$ cat src/rtl/sgp_pkg.sv
// Package: register map, field layout, reset values and types of the general-purpose stream block
`default_nettype none
package sgp_pkg;
	// Register indexes within a group, and the group byte bases
	localparam logic [7:0] SGP_IDX_CFG   = 8'h00;
	localparam logic [7:0] SGP_IDX_W1    = 8'h01;
	localparam logic [7:0] SGP_IDX_W2    = 8'h02;
	localparam logic [7:0] SGP_TX_BASE   = 8'h00;
	localparam logic [7:0] SGP_RX_BASE   = 8'h10;
	localparam logic [7:0] SGP_CTRL_ADDR = 8'h20;
	// Byte addresses: base plus four times the index
	localparam logic [7:0] SGP_TX_CFG = SGP_TX_BASE + (SGP_IDX_CFG << 2);
	localparam logic [7:0] SGP_TX_W1  = SGP_TX_BASE + (SGP_IDX_W1 << 2);
	localparam logic [7:0] SGP_TX_W2  = SGP_TX_BASE + (SGP_IDX_W2 << 2);
	localparam logic [7:0] SGP_RX_CFG = SGP_RX_BASE + (SGP_IDX_CFG << 2);
	localparam logic [7:0] SGP_RX_W1  = SGP_RX_BASE + (SGP_IDX_W1 << 2);
	localparam logic [7:0] SGP_RX_W2  = SGP_RX_BASE + (SGP_IDX_W2 << 2);
	// Field positions
	localparam int SGP_CNT_LSB  = 16;
	localparam int SGP_PAT_LSB  = 24;
	localparam int SGP_SATA_BIT = 0;
	// Reset values
	localparam logic [7:0]  SGP_CNT_RST  = 8'h00;
	localparam logic [3:0]  SGP_PAT_RST  = 4'h0;
	localparam logic [31:0] SGP_WORD_RST = 32'h0000_0000;
	localparam logic        SGP_SATA_RST = 1'b0;
	// Stream constants
	localparam logic [7:0] SGP_CNT_INF    = 8'hFF;
	localparam logic [7:0] SGP_LAST_SHORT = 8'h0B;
	localparam logic [7:0] SGP_LAST_LONG  = 8'hBF;
	localparam logic [7:0] SGP_MARK_BITS  = 8'h04;
	localparam logic [7:0] SGP_DATA_BITS  = 8'h40;

	typedef enum logic [0:0] {
		SGP_IDLE = 1'b0,
		SGP_RUN  = 1'b1
	} sgp_state_t;

	typedef struct packed {
		logic        psel;
		logic        penable;
		logic        pwrite;
		logic [7:0]  paddr;
		logic [31:0] pwdata;
	} sgp_apb_req_t;

	typedef struct packed {
		logic        pready;
		logic [31:0] prdata;
		logic        pslverr;
	} sgp_apb_rsp_t;

	typedef struct packed {
		sgp_state_t   st;
		logic [7:0]   idx;
		logic [7:0]   cnt;
		logic [3:0]   pat;
		logic         sata;
		logic [31:0]  tx1;
		logic [31:0]  tx2;
		logic [31:0]  rx1;
		logic [31:0]  rx2;
		logic [2:0]   ck_sy;
		logic [2:0]   di_sy;
		logic         ck_lv;
		logic         di_lv;
		logic         fs;
		logic         dout;
		logic         doe;
		sgp_apb_rsp_t rsp;
	} sgp_regs_t;

	// Stream bit j of a word: byte 3 bit 0 first, byte 0 bit 7 last
	function automatic logic [4:0] sgp_pos(input logic [4:0] j);
		return {~j[4:3], j[2:0]};
	endfunction
endpackage
`default_nettype wire

$ cat src/rtl/sgp_gp_stream.sv
// General-purpose serial stream initiator with APB register access
//
// Functional notes
// - Receive config count field is read-only remaining repetitions; FFh means endless.
// - Count sets how many marker, shift-out and capture passes run.
// - Count FFh repeats streams until software writes another count.
// - Each stream starts with the four pattern bits on frame sync, bit 0 first.
// - Receive words hold every bit captured since the latest frame marker.
// - First receive word: bit 1 at byte 3 bit 0, bit 32 at byte 0 bit 7.
// - Second receive word: bit 33 at byte 3 bit 0, bit 64 at byte 0 bit 7.
// - Transmit words shift out on serial out from bit 0, alongside the frame marker.
// - First transmit word: byte 3 bit 0 first, byte 0 bit 7 as bit 32.
// - Second transmit word: byte 3 bit 0 as bit 33, byte 0 bit 7 as 64.
// - Receive group: config index 00h, first word 01h, second word 02h.
// - Transmit group: config index 00h, first word 01h, second word 02h.
// - Each of four links owns three consecutive bits, link 0 bits 0 to 2.
// - Without known SATA support the stream ends after bit 11.
// - With SATA known on any link the stream carries 192 bits.
// - Port-multiplier positions follow in three-bit groups up to bit 191.
// - Unfilled multiplier positions are still sent, tristated; target ignores them.
// - Several initiators may share one serial clock and frame sync line; here frame_sync_line has no enable and is always driven.
//
// The APB register port was decided locally.
`default_nettype none
module sgp_gp_stream (
	// Clock, reset, enable
	input  wire logic                 pclk,
	input  wire logic                 presetn,
	input  wire logic                 clk_en,
	// APB slave
	input  wire sgp_pkg::sgp_apb_req_t apb_req,
	output var  sgp_pkg::sgp_apb_rsp_t apb_rsp,
	// Serial link
	input  wire logic                 serial_clock_line,
	input  wire logic                 serial_in_line,
	output logic                      frame_sync_line,
	output logic                      serial_out_line,
	output logic                      serial_out_oe
);
	import sgp_pkg::*;

	sgp_regs_t  q;
	sgp_regs_t  d;
	logic       agree_ck;
	logic       rise;
	logic       fall;
	logic       present;
	logic [7:0] pidx;
	logic [7:0] last_idx;
	logic       last_bit;
	logic       acc;
	logic       done;
	logic       wr_cfg;
	logic       mapped;
	logic       fs_expect;
	logic       do_expect;

	// Serial clock edges from the filtered level
	assign agree_ck = q.ck_sy[1] == q.ck_sy[2];
	assign rise     = agree_ck && q.ck_sy[2] && !q.ck_lv;
	assign fall     = agree_ck && !q.ck_sy[2] && q.ck_lv;

	// Stream bookkeeping
	assign present  = fall && (q.st == SGP_RUN || q.cnt != SGP_CNT_RST);
	assign pidx     = (q.st == SGP_IDLE) ? 8'h00 : q.idx;
	assign last_idx = q.sata ? SGP_LAST_LONG : SGP_LAST_SHORT;
	assign last_bit = q.idx >= last_idx;

	// Expected pin values for the bit being presented
	assign fs_expect = (pidx < SGP_MARK_BITS) ? q.pat[pidx[1:0]] : 1'b0;
	assign do_expect = (pidx < SGP_DATA_BITS) ?
		(pidx[5] ? q.tx2[sgp_pos(pidx[4:0])] : q.tx1[sgp_pos(pidx[4:0])]) : 1'b0;

	// APB phases
	assign acc    = apb_req.psel && apb_req.penable;
	assign done   = acc && q.rsp.pready;
	assign wr_cfg = done && apb_req.pwrite && !q.rsp.pslverr && apb_req.paddr == SGP_TX_CFG;

	always_comb begin
		unique case (apb_req.paddr)
			SGP_TX_CFG, SGP_TX_W1, SGP_TX_W2, SGP_RX_CFG, SGP_RX_W1, SGP_RX_W2,
			SGP_CTRL_ADDR: mapped = 1'b1;
			default:       mapped = 1'b0;
		endcase
	end

	always_comb begin
		d = q;
		// Three-stage synchronisers, level follows once stages two and three agree
		d.ck_sy = {q.ck_sy[1:0], serial_clock_line};
		d.di_sy = {q.di_sy[1:0], serial_in_line};
		if (agree_ck) begin
			d.ck_lv = q.ck_sy[2];
		end
		if (q.di_sy[1] == q.di_sy[2]) begin
			d.di_lv = q.di_sy[2];
		end

		// Falling edge: present the next bit or go quiet
		if (fall) begin
			if (present) begin
				d.st   = SGP_RUN;
				d.idx  = pidx;
				d.fs   = fs_expect;
				d.dout = do_expect;
				d.doe  = pidx < SGP_DATA_BITS;
				if (q.st == SGP_IDLE) begin
					d.rx1 = SGP_WORD_RST;
					d.rx2 = SGP_WORD_RST;
				end
			end else begin
				d.fs   = 1'b0;
				d.dout = 1'b0;
				d.doe  = 1'b0;
			end
		end

		// Rising edge: capture inbound bit, advance or end the stream
		if (rise && q.st == SGP_RUN) begin
			if (q.idx < SGP_DATA_BITS) begin
				if (q.idx[5]) begin
					d.rx2[sgp_pos(q.idx[4:0])] = q.di_lv;
				end else begin
					d.rx1[sgp_pos(q.idx[4:0])] = q.di_lv;
				end
			end
			if (last_bit) begin
				d.st = SGP_IDLE;
				if (q.cnt != SGP_CNT_INF && q.cnt != SGP_CNT_RST) begin
					d.cnt = q.cnt - 8'h01;
				end
			end else begin
				d.idx = q.idx + 8'h01;
			end
		end

		// APB: one wait state, answer and error both registered
		if (acc && !q.rsp.pready) begin
			d.rsp.pready  = 1'b1;
			d.rsp.pslverr = !mapped;
			d.rsp.prdata  = SGP_WORD_RST;
			if (!apb_req.pwrite) begin
				unique case (apb_req.paddr)
					SGP_TX_CFG: d.rsp.prdata = (32'(q.pat) << SGP_PAT_LSB) |
						(32'(q.cnt) << SGP_CNT_LSB);
					SGP_RX_CFG: d.rsp.prdata = 32'(q.cnt) << SGP_CNT_LSB;
					SGP_TX_W1:  d.rsp.prdata = q.tx1;
					SGP_TX_W2:  d.rsp.prdata = q.tx2;
					SGP_RX_W1:  d.rsp.prdata = q.rx1;
					SGP_RX_W2:  d.rsp.prdata = q.rx2;
					SGP_CTRL_ADDR: d.rsp.prdata = 32'(q.sata) << SGP_SATA_BIT;
					default:    d.rsp.prdata = SGP_WORD_RST;
				endcase
			end
		end else begin
			d.rsp.pready  = 1'b0;
			d.rsp.pslverr = 1'b0;
		end

		// Writes take effect at the completing edge and win over the stream update
		if (done && apb_req.pwrite && !q.rsp.pslverr) begin
			unique case (apb_req.paddr)
				SGP_TX_CFG: begin
					d.cnt = apb_req.pwdata[SGP_CNT_LSB +: 8];
					d.pat = apb_req.pwdata[SGP_PAT_LSB +: 4];
				end
				SGP_TX_W1:     d.tx1  = apb_req.pwdata;
				SGP_TX_W2:     d.tx2  = apb_req.pwdata;
				SGP_CTRL_ADDR: d.sata = apb_req.pwdata[SGP_SATA_BIT];
				default:       d.sata = q.sata;
			endcase
		end
	end

	always_ff @(posedge pclk or negedge presetn) begin
		if (!presetn) begin
			q      <= '0;
			q.st   <= SGP_IDLE;
			q.cnt  <= SGP_CNT_RST;
			q.pat  <= SGP_PAT_RST;
			q.sata <= SGP_SATA_RST;
			q.tx1  <= SGP_WORD_RST;
			q.tx2  <= SGP_WORD_RST;
			q.rx1  <= SGP_WORD_RST;
			q.rx2  <= SGP_WORD_RST;
		end else if (clk_en) begin
			q <= d;
		end
	end

	assign apb_rsp         = q.rsp;
	assign frame_sync_line = q.fs;
	assign serial_out_line = q.dout;
	assign serial_out_oe   = q.doe;
endmodule
`default_nettype wire

$ cat config.mk
export PLATFORM = sky130hd
export DESIGN_NAME = sgp_gp_stream
export DESIGN_NICKNAME = d
export VERILOG_FILES = /design/src/rtl/sgp_pkg.sv /design/src/rtl/sgp_gp_stream.sv
export SDC_FILE = /design/constraint.sdc
export NUM_CORES = 1
export LEC_CHECK = 0
export BUFFER_PORTS_ARGS = -buffer_cell sky130_fd_sc_hd__buf_2
export CAP_MARGIN = 10
export CORE_AREA = 2 2 141 143
export CTS_CLUSTER_SIZE = 25
export DETAILED_ROUTE_END_ITERATION = 10
export DIE_AREA = 0 0 143 145
export PLACE_DENSITY = 0.74
export RECOVER_POWER = 25
export SYNTH_ARGS = -nofsm -noshare
export SYNTH_HDL_FRONTEND = slang
export SYNTH_SLANG_ARGS = --single-unit
export TNS_END_PERCENT = 20
$ cat constraint.sdc
create_clock -name pclk -period 2.8 [get_ports pclk]
set_clock_uncertainty 0.15 [all_clocks]
set_input_delay 0.28 -clock pclk [delete_from_list [all_inputs] [get_ports pclk]]
set_output_delay 0.28 -clock pclk [all_outputs]
set_load 0.05 [all_outputs]
# Yosys cells after proc, flatten, opt, wreduce, memory -nomap -nowiden
# Index checks and enable logic that the tools add are counted.
dict set report classes {
  add_sub_neg 2
  magnitude_cmp 8
  eq_ne 9
  n_mux 40
  bitwise_logic 3
  reduce_logical 30
}
# op count
set op_table {}
lappend op_table {{two-way mux 64 bit} 5}
lappend op_table {{one-hot mux 32 bit (7 select lines)} 1}
lappend op_table {{two-way mux 32 bit} 5}
lappend op_table {{two-way mux 77 bit} 1}
lappend op_table {{bitwise mux 32 bit} 2}
lappend op_table {{two-way mux 8 bit} 5}
lappend op_table {{bitwise OR 28 x 24 -> 28 bit} 1}
lappend op_table {{== test 8 x 5 -> 1 bit (second input constant)} 3}
lappend op_table {{two-way mux 9 bit} 2}
lappend op_table {{two-way mux 17 bit} 1}
lappend op_table {{less-than comparator 8 x 7 -> 1 bit (second input constant)} 2}
lappend op_table {{logical AND 1 bit} 13}
lappend op_table {{less-than comparator 5 x 6 -> 1 bit (second input constant)} 2}
lappend op_table {{two-way mux 1 bit} 12}
lappend op_table {{two-way mux 12 bit} 1}
lappend op_table {{AND reduction 3 bit} 4}
lappend op_table {{binary-select mux 1 bit (select 5 bit)} 2}
lappend op_table {{adder 8 x 1 -> 8 bit (second input constant)} 1}
lappend op_table {{== test 8 x 3 -> 1 bit (second input constant)} 1}
lappend op_table {{== test 8 x 4 -> 1 bit (second input constant)} 1}
lappend op_table {{== test 8 x 6 -> 1 bit (second input constant)} 1}
lappend op_table {{>= comparator 8 bit} 1}
lappend op_table {{zero test 8 bit} 1}
lappend op_table {{less-than comparator 8 x 3 -> 1 bit (second input constant)} 1}
lappend op_table {{14 further kinds} 23}
dict set report totals {
  regBits 195
  input_bits 48
  out_inout_bits 37
  wordCells 111
}

# Longest topological paths before layout
# Gate-level depths: netlist of the first run.
dict set report depth {
  depth_word 10
  depth_mapped 9
  mapped_depth_nobuf 8
}

# Worst setup path before layout of the first run
# No wires, ideal clock.
dict set report synth_timing {
  path_type {reg2reg}
  from {register q[190] (netlist name)}
  to {register q[180] (netlist name)}
  setup_ps 139
  t_arrival_ps 1836
  required_time_ps 2511
  setup_slack_ps 675
  stages_incl_launch_ff 8
  path_buffers 0
  cell_sequence {dfrtp_1 -> ha_1 -> nand2_1 -> o21bai_1 -> a31oi_1 -> nor3_1 -> and4_1 -> a211oi_1}
}
dict set report synth_via {
  elab_chain_len 5
}
# item line_no
set synth_lines {}
lappend synth_lines {{start: declaration} sgp_gp_stream.sv:42} ;# sgp_regs_t q;
lappend synth_lines {{>= comparator 8 bit (*)} sgp_gp_stream.sv:67} ;# assign last_bit = q.idx >= last_idx;
lappend synth_lines {{two-way mux 8 bit (*)} sgp_gp_stream.sv:127} ;# if (last_bit) begin
lappend synth_lines {{two-way mux 17 bit (*)} sgp_gp_stream.sv:119} ;# if (rise && q.st == SGP_RUN) begin
lappend synth_lines {{two-way mux 12 bit} sgp_gp_stream.sv:162} ;# unique case (apb_req.paddr)
lappend synth_lines {{two-way mux 77 bit (*)} sgp_gp_stream.sv:161} ;# if (done && apb_req.pwrite && !q.rsp.pslverr) begin
# Mark *: on every way between the ends. The rest lies on a longest branch, timed or not.
# A chain may end at the register's enable or synchronous reset.

# Worst setup path after layout of the first run
dict set report layout_timing {
  from {register q[189] (netlist name)}
  to {register q[182] (netlist name)}
}
# Same word-level chain as after synthesis.

==> results of run 1 <==
-- logic make-up after synthesis --
| kind of cell | share of synthesized area (%) |
|---|---|
| AO/OA/AOI/OAI | 23.66 |
| adder cells (fa/ha/maj) | 1.566 |
| buffers and inverters | 5.927 |
| flip-flops | 46.98 |
| multiplexers | 9.649 |
| AND/OR/NAND/NOR | 12.22 |
-- worst reg2reg max path, cell delays in order, from the launching register on --
cell      delay (ps)
dfrtp_1          850
nand2_1          140
o21bai_1         270
a31oi_1          190
nor3_1           490
mux2i_1          260
nor3_1            70
-- final cells by class --
type / instances / share of cell area, %
clock buffers: 21 / 3.720
multi-input cells: 726 / 41.40
well taps: 265 / 2.800
repair buffers: 157 / 9.553
inverters: 13 / 0.4121
clock inverters: 11 / 0.8982
flip-flops and latches: 195 / 41.21
-- Yosys cell counts (25+ instances only) --
cell       count
o2bb2ai_1     50
o21ai_0      109
clkbuf_1      60
mux2_1        30
dfrtp_1      195
mux2_2        51
nor2_1        89
a21oi_1       48
buf_4         34
nand2_1       78
a21o_1        32
a22oi_1       25
-- state kept, by name, indices dropped and copies added, names as in the netlist --
name	flops
q	154
apb_rsp	34
d	4
frame_sync_line	1
serial_out_line	1
serial_out_oe	1
-- what timing repair did --
action / CTS / global route
endpoints found under the hold margin: 116 / 0
hold buffers: 35 / 0
endpoints found under the setup margin: 0 / 0
-- stage by stage --
step | area, µm² | power, µW | setup slack (ps) | utilization, % | hold slack, ps
finish | 11840 | 7116 | 271.3 | 61.64 | 115.9
global route | 11840 | 7396 | 186.7 | 61.64 | 158.7
CTS | 11860 | 7067 | 375.3 | 61.75 | 54.76
detailed placement | 10960 | 4725 | 392.7 | 57.08 | 104.8
global placement | 10960 | 4700 | 473.4 | 57.08 | 105.7
floorplan | 10390 | 4107 | 675.2 | - | -165.6
-- final timing paths --
path | slack [ps] | from | end | cells past startpoint
min in group asynchronous | 500 | presetn | apb_rsp[7] | 2
max in group asynchronous | 990 | presetn | d[43] | 3
worst max register to register | 270 | q[189] | q[182] | 6
worst min-delay path | 120 | apb_req[41] | q[182] | 4
worst max-delay path | 270 | q[189] | q[182] | 6
worst min register to register | 320 | apb_rsp[24] | apb_rsp[24] | 1
-- metal layers --
layer | global-route usage, % | vias up | routed length (µm)
met5 | 0 | - | 0
met4 | 14.50 | 0 | 1641
met3 | 7.030 | 108 | 3132
met2 | 48.49 | 592 | 14610
met1 | 44.54 | 4414 | 13090
li1 | - | 3977 | -
-- power groups by stage --
stage | clock network [µW] | logic, µW | registers (µW)
3_3_place_gp | 0 | 1540 | 3160
5_1_grt | 2470 | 1800 | 3130
2_1_floorplan | 0 | 1010 | 3100
3_5_place_dp | 0 | 1560 | 3160
6_report | 2330 | 1660 | 3120
4_1_cts | 2340 | 1620 | 3110
==> flow_metrics.py, run 1 <==
metrics = {
    "setup_path": {
        "cp_cell_sequence": "nand2_1, o21bai_1, a31oi_1, nor3_1, mux2i_1, nor3_1",
        "path_max_fanout": 19,
        "critPathBufInv": 0,
        "endpoint_kind": "flop",
        "cpPeakStageDelay_ps": 850,
        "critPathKind": "flop to flop",
        "crit_family": "flip-flops",
        "cp_slowest_cell": "dfrtp_1",
        "cp.arrival_ps": 2700,
        "crit_required_ps": 2970,
        "cp-start-kind": "flop",
        "path_common_cell": "nor3_1",
    },
    "synthesis": {
        "synth_area_um2": 10390,
        "async_flop_share_pct": 100.0,
        "netlist.area_leader.share_pct": 46.98,
        "syn_nets": 1107,
        "synth.ff_latch_count": 195,
        "syn_avg_cell_area_um2": 9.929,
        "synth_enable_flop_cells": 0,
        "ys_types": 61,
        "post-synth-top-area-cell": "dfrtp_1",
        "ys_warn_count": 0,
        "seq_area_frac_synth_pct": 46.98,
        "dominantRegCellSynth": "dfrtp_1",
        "synth.area.top_cells": "dfrtp_1 (47%), mux2_2 (5.5%), o21ai_0 (5.3%)",
        "syn_inst": 1046,
    },
    "timing": {
        "hold_viol": 0,
        "maxSlewViolCount": 0,
        "setup_viol": 0,
        "rsz0062_at_grt": "no",
        "period_minus_slack_ps": 2529,
        "finalSetupTns_ps": 0,
        "max_freq_mhz": 395.5,
        "maxSlewHeadroom_pct": 16.58,
        "fin_crit_sh_pct": 90.31,
        "tightest_slew_ps": 1251,
    },
    "hold_path": {
        "hp-class": "input port to flop",
    },
    "clock_tree": {
        "ctsRootBufferMaster": "clkbuf_16",
        "clk_latency_ps": 440,
        "post_cts_buffers": 0,
        "clock-sinks": 195,
        "htreeDepth": 4,
        "cts_buffers": 17,
        "cts_buffer_depth": 2,
        "post_cts_resized": 0,
        "cts.clk_slew.worst_paths_ps": 60,
        "cts_tree": "yes",
    },
    "routing": {
        "avgRoutedWirePerCell_um": 23.40,
        "vias": 9091,
        "route.antenna.remaining_nets": 0,
        "drt_iter0_drc": 1248,
        "via_per_inst": 6.550,
        "drc_errors": 0,
        "wl_um": 32480,
        "drt-pass1-iter-count": 6,
    },
    "final_layout": {
        "seq_area_um2": 4880,
        "fillers": 1595,
        "final_cell_count_no_fill": 1388,
        "final_cell_mix": "dfrtp_1 (195), o21ai_0 (109), nor2_1 (87)",
        "antennaDiodeCount": 0,
        "multiInputGateArea_um2": 4902,
        "syn_to_final_growth_pct": 14.00,
        "final_common_cell": "dfrtp_1",
        "drive_gt1_share_pct": 18.61,
        "fin_nets": 1171,
    },
    "floorplan": {
        "dieArea_um2": 20740,
        "rows": 51,
        "ioPinCount": 85,
        "initial_utilization_pct": 54.07,
        "fp.dieW_um": 143,
        "fp.dieH_um": 145,
        "core_area_um2": 19210,
    },
    "power": {
        "peakVddDrop_mv": 0.4433,
        "seqPwrFrac_pct": 43.9,
        "netSwitchingFraction_pct": 33.98,
        "power.density_nw_per_um2": 601.0,
        "power.net_switching_uw": 2418,
        "p_leak_uw": 0.005449,
        "internal_power_uw": 4698,
        "pwr-share-comb_pct": 23.4,
        "clock_power_share_pct": 32.7,
    },
    "grt": {
        "grt-ovfl-total": 0,
        "grt_pass1_wl_um": 51240,
        "gr-usage-all-layers_pct": 32.19,
        "grt_start_max_net_pins": 79,
        "antenna_found_initial": 0,
        "grt_pass1_vias": 9019,
    },
    "place": {
        "port_buffers": 84,
        "finalWeightedCongestion": 1.013,
        "place_inst": 1321,
        "hpwl_um": 22090,
    },
    "outcome": {
        "status": "finished, final reports clean",
    },
    "job": {
        "drv_cap": 0,
    },
}
Power figures use the tool's default switching activity.
==> inputs of run 2 (changes only) <==
--- a/config.mk
+++ b/config.mk
@@ -7,12 +7,11 @@
 export LEC_CHECK = 0
 export BUFFER_PORTS_ARGS = -buffer_cell sky130_fd_sc_hd__buf_2
 export CAP_MARGIN = 10
-export CORE_AREA = 2 2 141 143
+export CORE_AREA = 2 2 207 209
 export CTS_CLUSTER_SIZE = 25
 export DETAILED_ROUTE_END_ITERATION = 10
-export DIE_AREA = 0 0 143 145
-export PLACE_DENSITY = 0.74
-export RECOVER_POWER = 25
+export DIE_AREA = 0 0 209 211
+export PLACE_DENSITY = 0.41
 export SYNTH_ARGS = -nofsm -noshare
 export SYNTH_HDL_FRONTEND = slang
 export SYNTH_SLANG_ARGS = --single-unit
==> flow_metrics.py, run 2 (same netlist as run 1, synthesis figures left out) <==
metrics = {
    "routing": {
        "wl_um": 38840,
        "avgRoutedWirePerCell_um": 23.01,
        "drc_errors": 0,
        "drt_iter0_drc": 712,
        "route.antenna.remaining_nets": 0,
        "vias": 8709,
        "via_per_inst": 5.159,
        "drt-pass1-iter-count": 8,
    },
    "clock_tree": {
        "cts_tree": "yes",
        "htreeDepth": 4,
        "clock-sinks": 195,
        "cts.clk_slew.worst_paths_ps": 70,
        "cts_buffers": 17,
        "cts_buffer_depth": 2,
        "post_cts_buffers": 0,
        "clk_latency_ps": 460,
        "ctsRootBufferMaster": "clkbuf_16",
    },
    "hold_path": {
        "hp-class": "input port to flop",
    },
    "setup_path": {
        "cp_cell_sequence": "inv_1, ha_1, a21oi_1, o21bai_1, a31oi_1, nor3_1, o21ai_0, a2bb2oi_1",
        "crit_family": "compound AO/OA/AOI/OAI gates",
        "cpPeakStageDelay_ps": 640,
        "cp.arrival_ps": 2770,
        "endpoint_kind": "flop",
        "crit_required_ps": 3030,
        "cp_slowest_cell": "nor3_1",
        "cp-start-kind": "flop",
        "critPathKind": "flop to flop",
        "critPathBufInv": 1,
        "path_max_fanout": 7,
    },
    "grt": {
        "grt_pass1_wl_um": 59100,
        "gr-usage-all-layers_pct": 18.06,
        "grt-ovfl-total": 0,
        "grt_pass1_vias": 8813,
        "grt_start_max_net_pins": 61,
        "antenna_found_initial": 1,
    },
    "floorplan": {
        "core_area_um2": 41760,
        "initial_utilization_pct": 24.87,
        "ioPinCount": 85,
        "rows": 75,
        "fp.dieW_um": 209,
        "fp.dieH_um": 211,
        "dieArea_um2": 44100,
    },
    "place": {
        "hpwl_um": 27860,
        "place_inst": 1622,
        "port_buffers": 84,
        "pre_cts_ws_ps": 324.5,
        "finalWeightedCongestion": 0.8488,
    },
    "timing": {
        "setup_viol": 0,
        "maxSlewHeadroom_pct": 48.98,
        "hold_viol": 0,
        "rsz0062_at_grt": "no",
        "max_freq_mhz": 393.1,
        "finalSetupTns_ps": 0,
        "fin_ws_ps": 256.3,
        "maxSlewViolCount": 0,
        "holdWs_ps": 22.52,
        "tightest_slew_ps": 759.4,
        "fin_crit_sh_pct": 90.85,
        "period_minus_slack_ps": 2544,
    },
    "power": {
        "p_leak_uw": 0.005605,
        "peakVddDrop_mv": 0.3159,
        "power.density_nw_per_um2": 601.9,
    },
    "final_layout": {
        "final_cell_mix": "dfrtp_1 (195), o21ai_0 (109), nor2_1 (87)",
        "top_register": "q",
        "drive_gt1_share_pct": 21.24,
        "seq_area_um2": 4880,
        "antennaDiodeCount": 0,
        "final_cell_count_no_fill": 1688,
        "final_common_cell": "dfrtp_1",
        "syn_to_final_growth_pct": 19.68,
        "fin_nets": 1197,
        "multiInputGateArea_um2": 4905,
        "largest_reg_flops": 154,
        "fin_util_pct": 29.77,
        "fillers": 4360,
    },
    "outcome": {
        "status": "finished, final reports clean",
    },
    "job": {
        "drv_cap": 0,
    },
}
[run 2: cell types whose count changed in the layout (fill, tap and decap cells not counted), moves of 2 or more]
cell,before,now
buf_4,28,59
clkbuf_1,8,1
clkbuf_8,0,2
clkinv_4,4,0
inv_6,1,5
[run 2: worst paths after layout]
path,startpoint,end,slack (ps),depth (start not counted)
max in group asynchronous,presetn,apb_rsp[31],1590,3
hold reg to reg,apb_rsp[2],apb_rsp[2],330,1
min in group asynchronous,presetn,q[83],140,2
setup reg to reg,q[173],q[179],260,8
setup / recovery,q[173],q[179],260,8
hold / removal,apb_req[20],q[129],20,2
[run 2: through the flow]
step	area, µm²	total power, µW
floorplan	10390	4107
global placement	11500	4904
detailed placement	11500	4910
CTS	12430	7539
global route	12430	7851
finish	12430	7482
[run 2: cell type report]
cell class | count | area share, %
clock inverters | 13 | 1.188
inverters | 13 | 0.3926
well taps | 539 | 5.425
flip-flops and latches | 195 | 39.26
clock buffers | 19 | 3.563
multi-input cells | 726 | 39.46
repair buffers | 183 | 10.72
[run 2: per-layer routing]
layer  track usage (%)  vias up  wire [µm]
met4             5.714        4        945
met2             27.03      242      16960
met3             3.895       54       1840
met5            0.6674        -         44
met1             25.84     4376      19050
li1                  -     4033          -
[run 2: report_power, final]
group / total (µW) / internal [µW] / switching, µW
clock network: 2580 / 1360 / 1220
registers: 3050 / 2930 / 117
logic: 1860 / 606 / 1250
total: 7480 / 4900 / 2590
[run 2: what timing repair did]
item,4_1_cts,5_1_grt
hold buffers,34,0
endpoints found under the hold margin,228,0
resized for setup,0,0
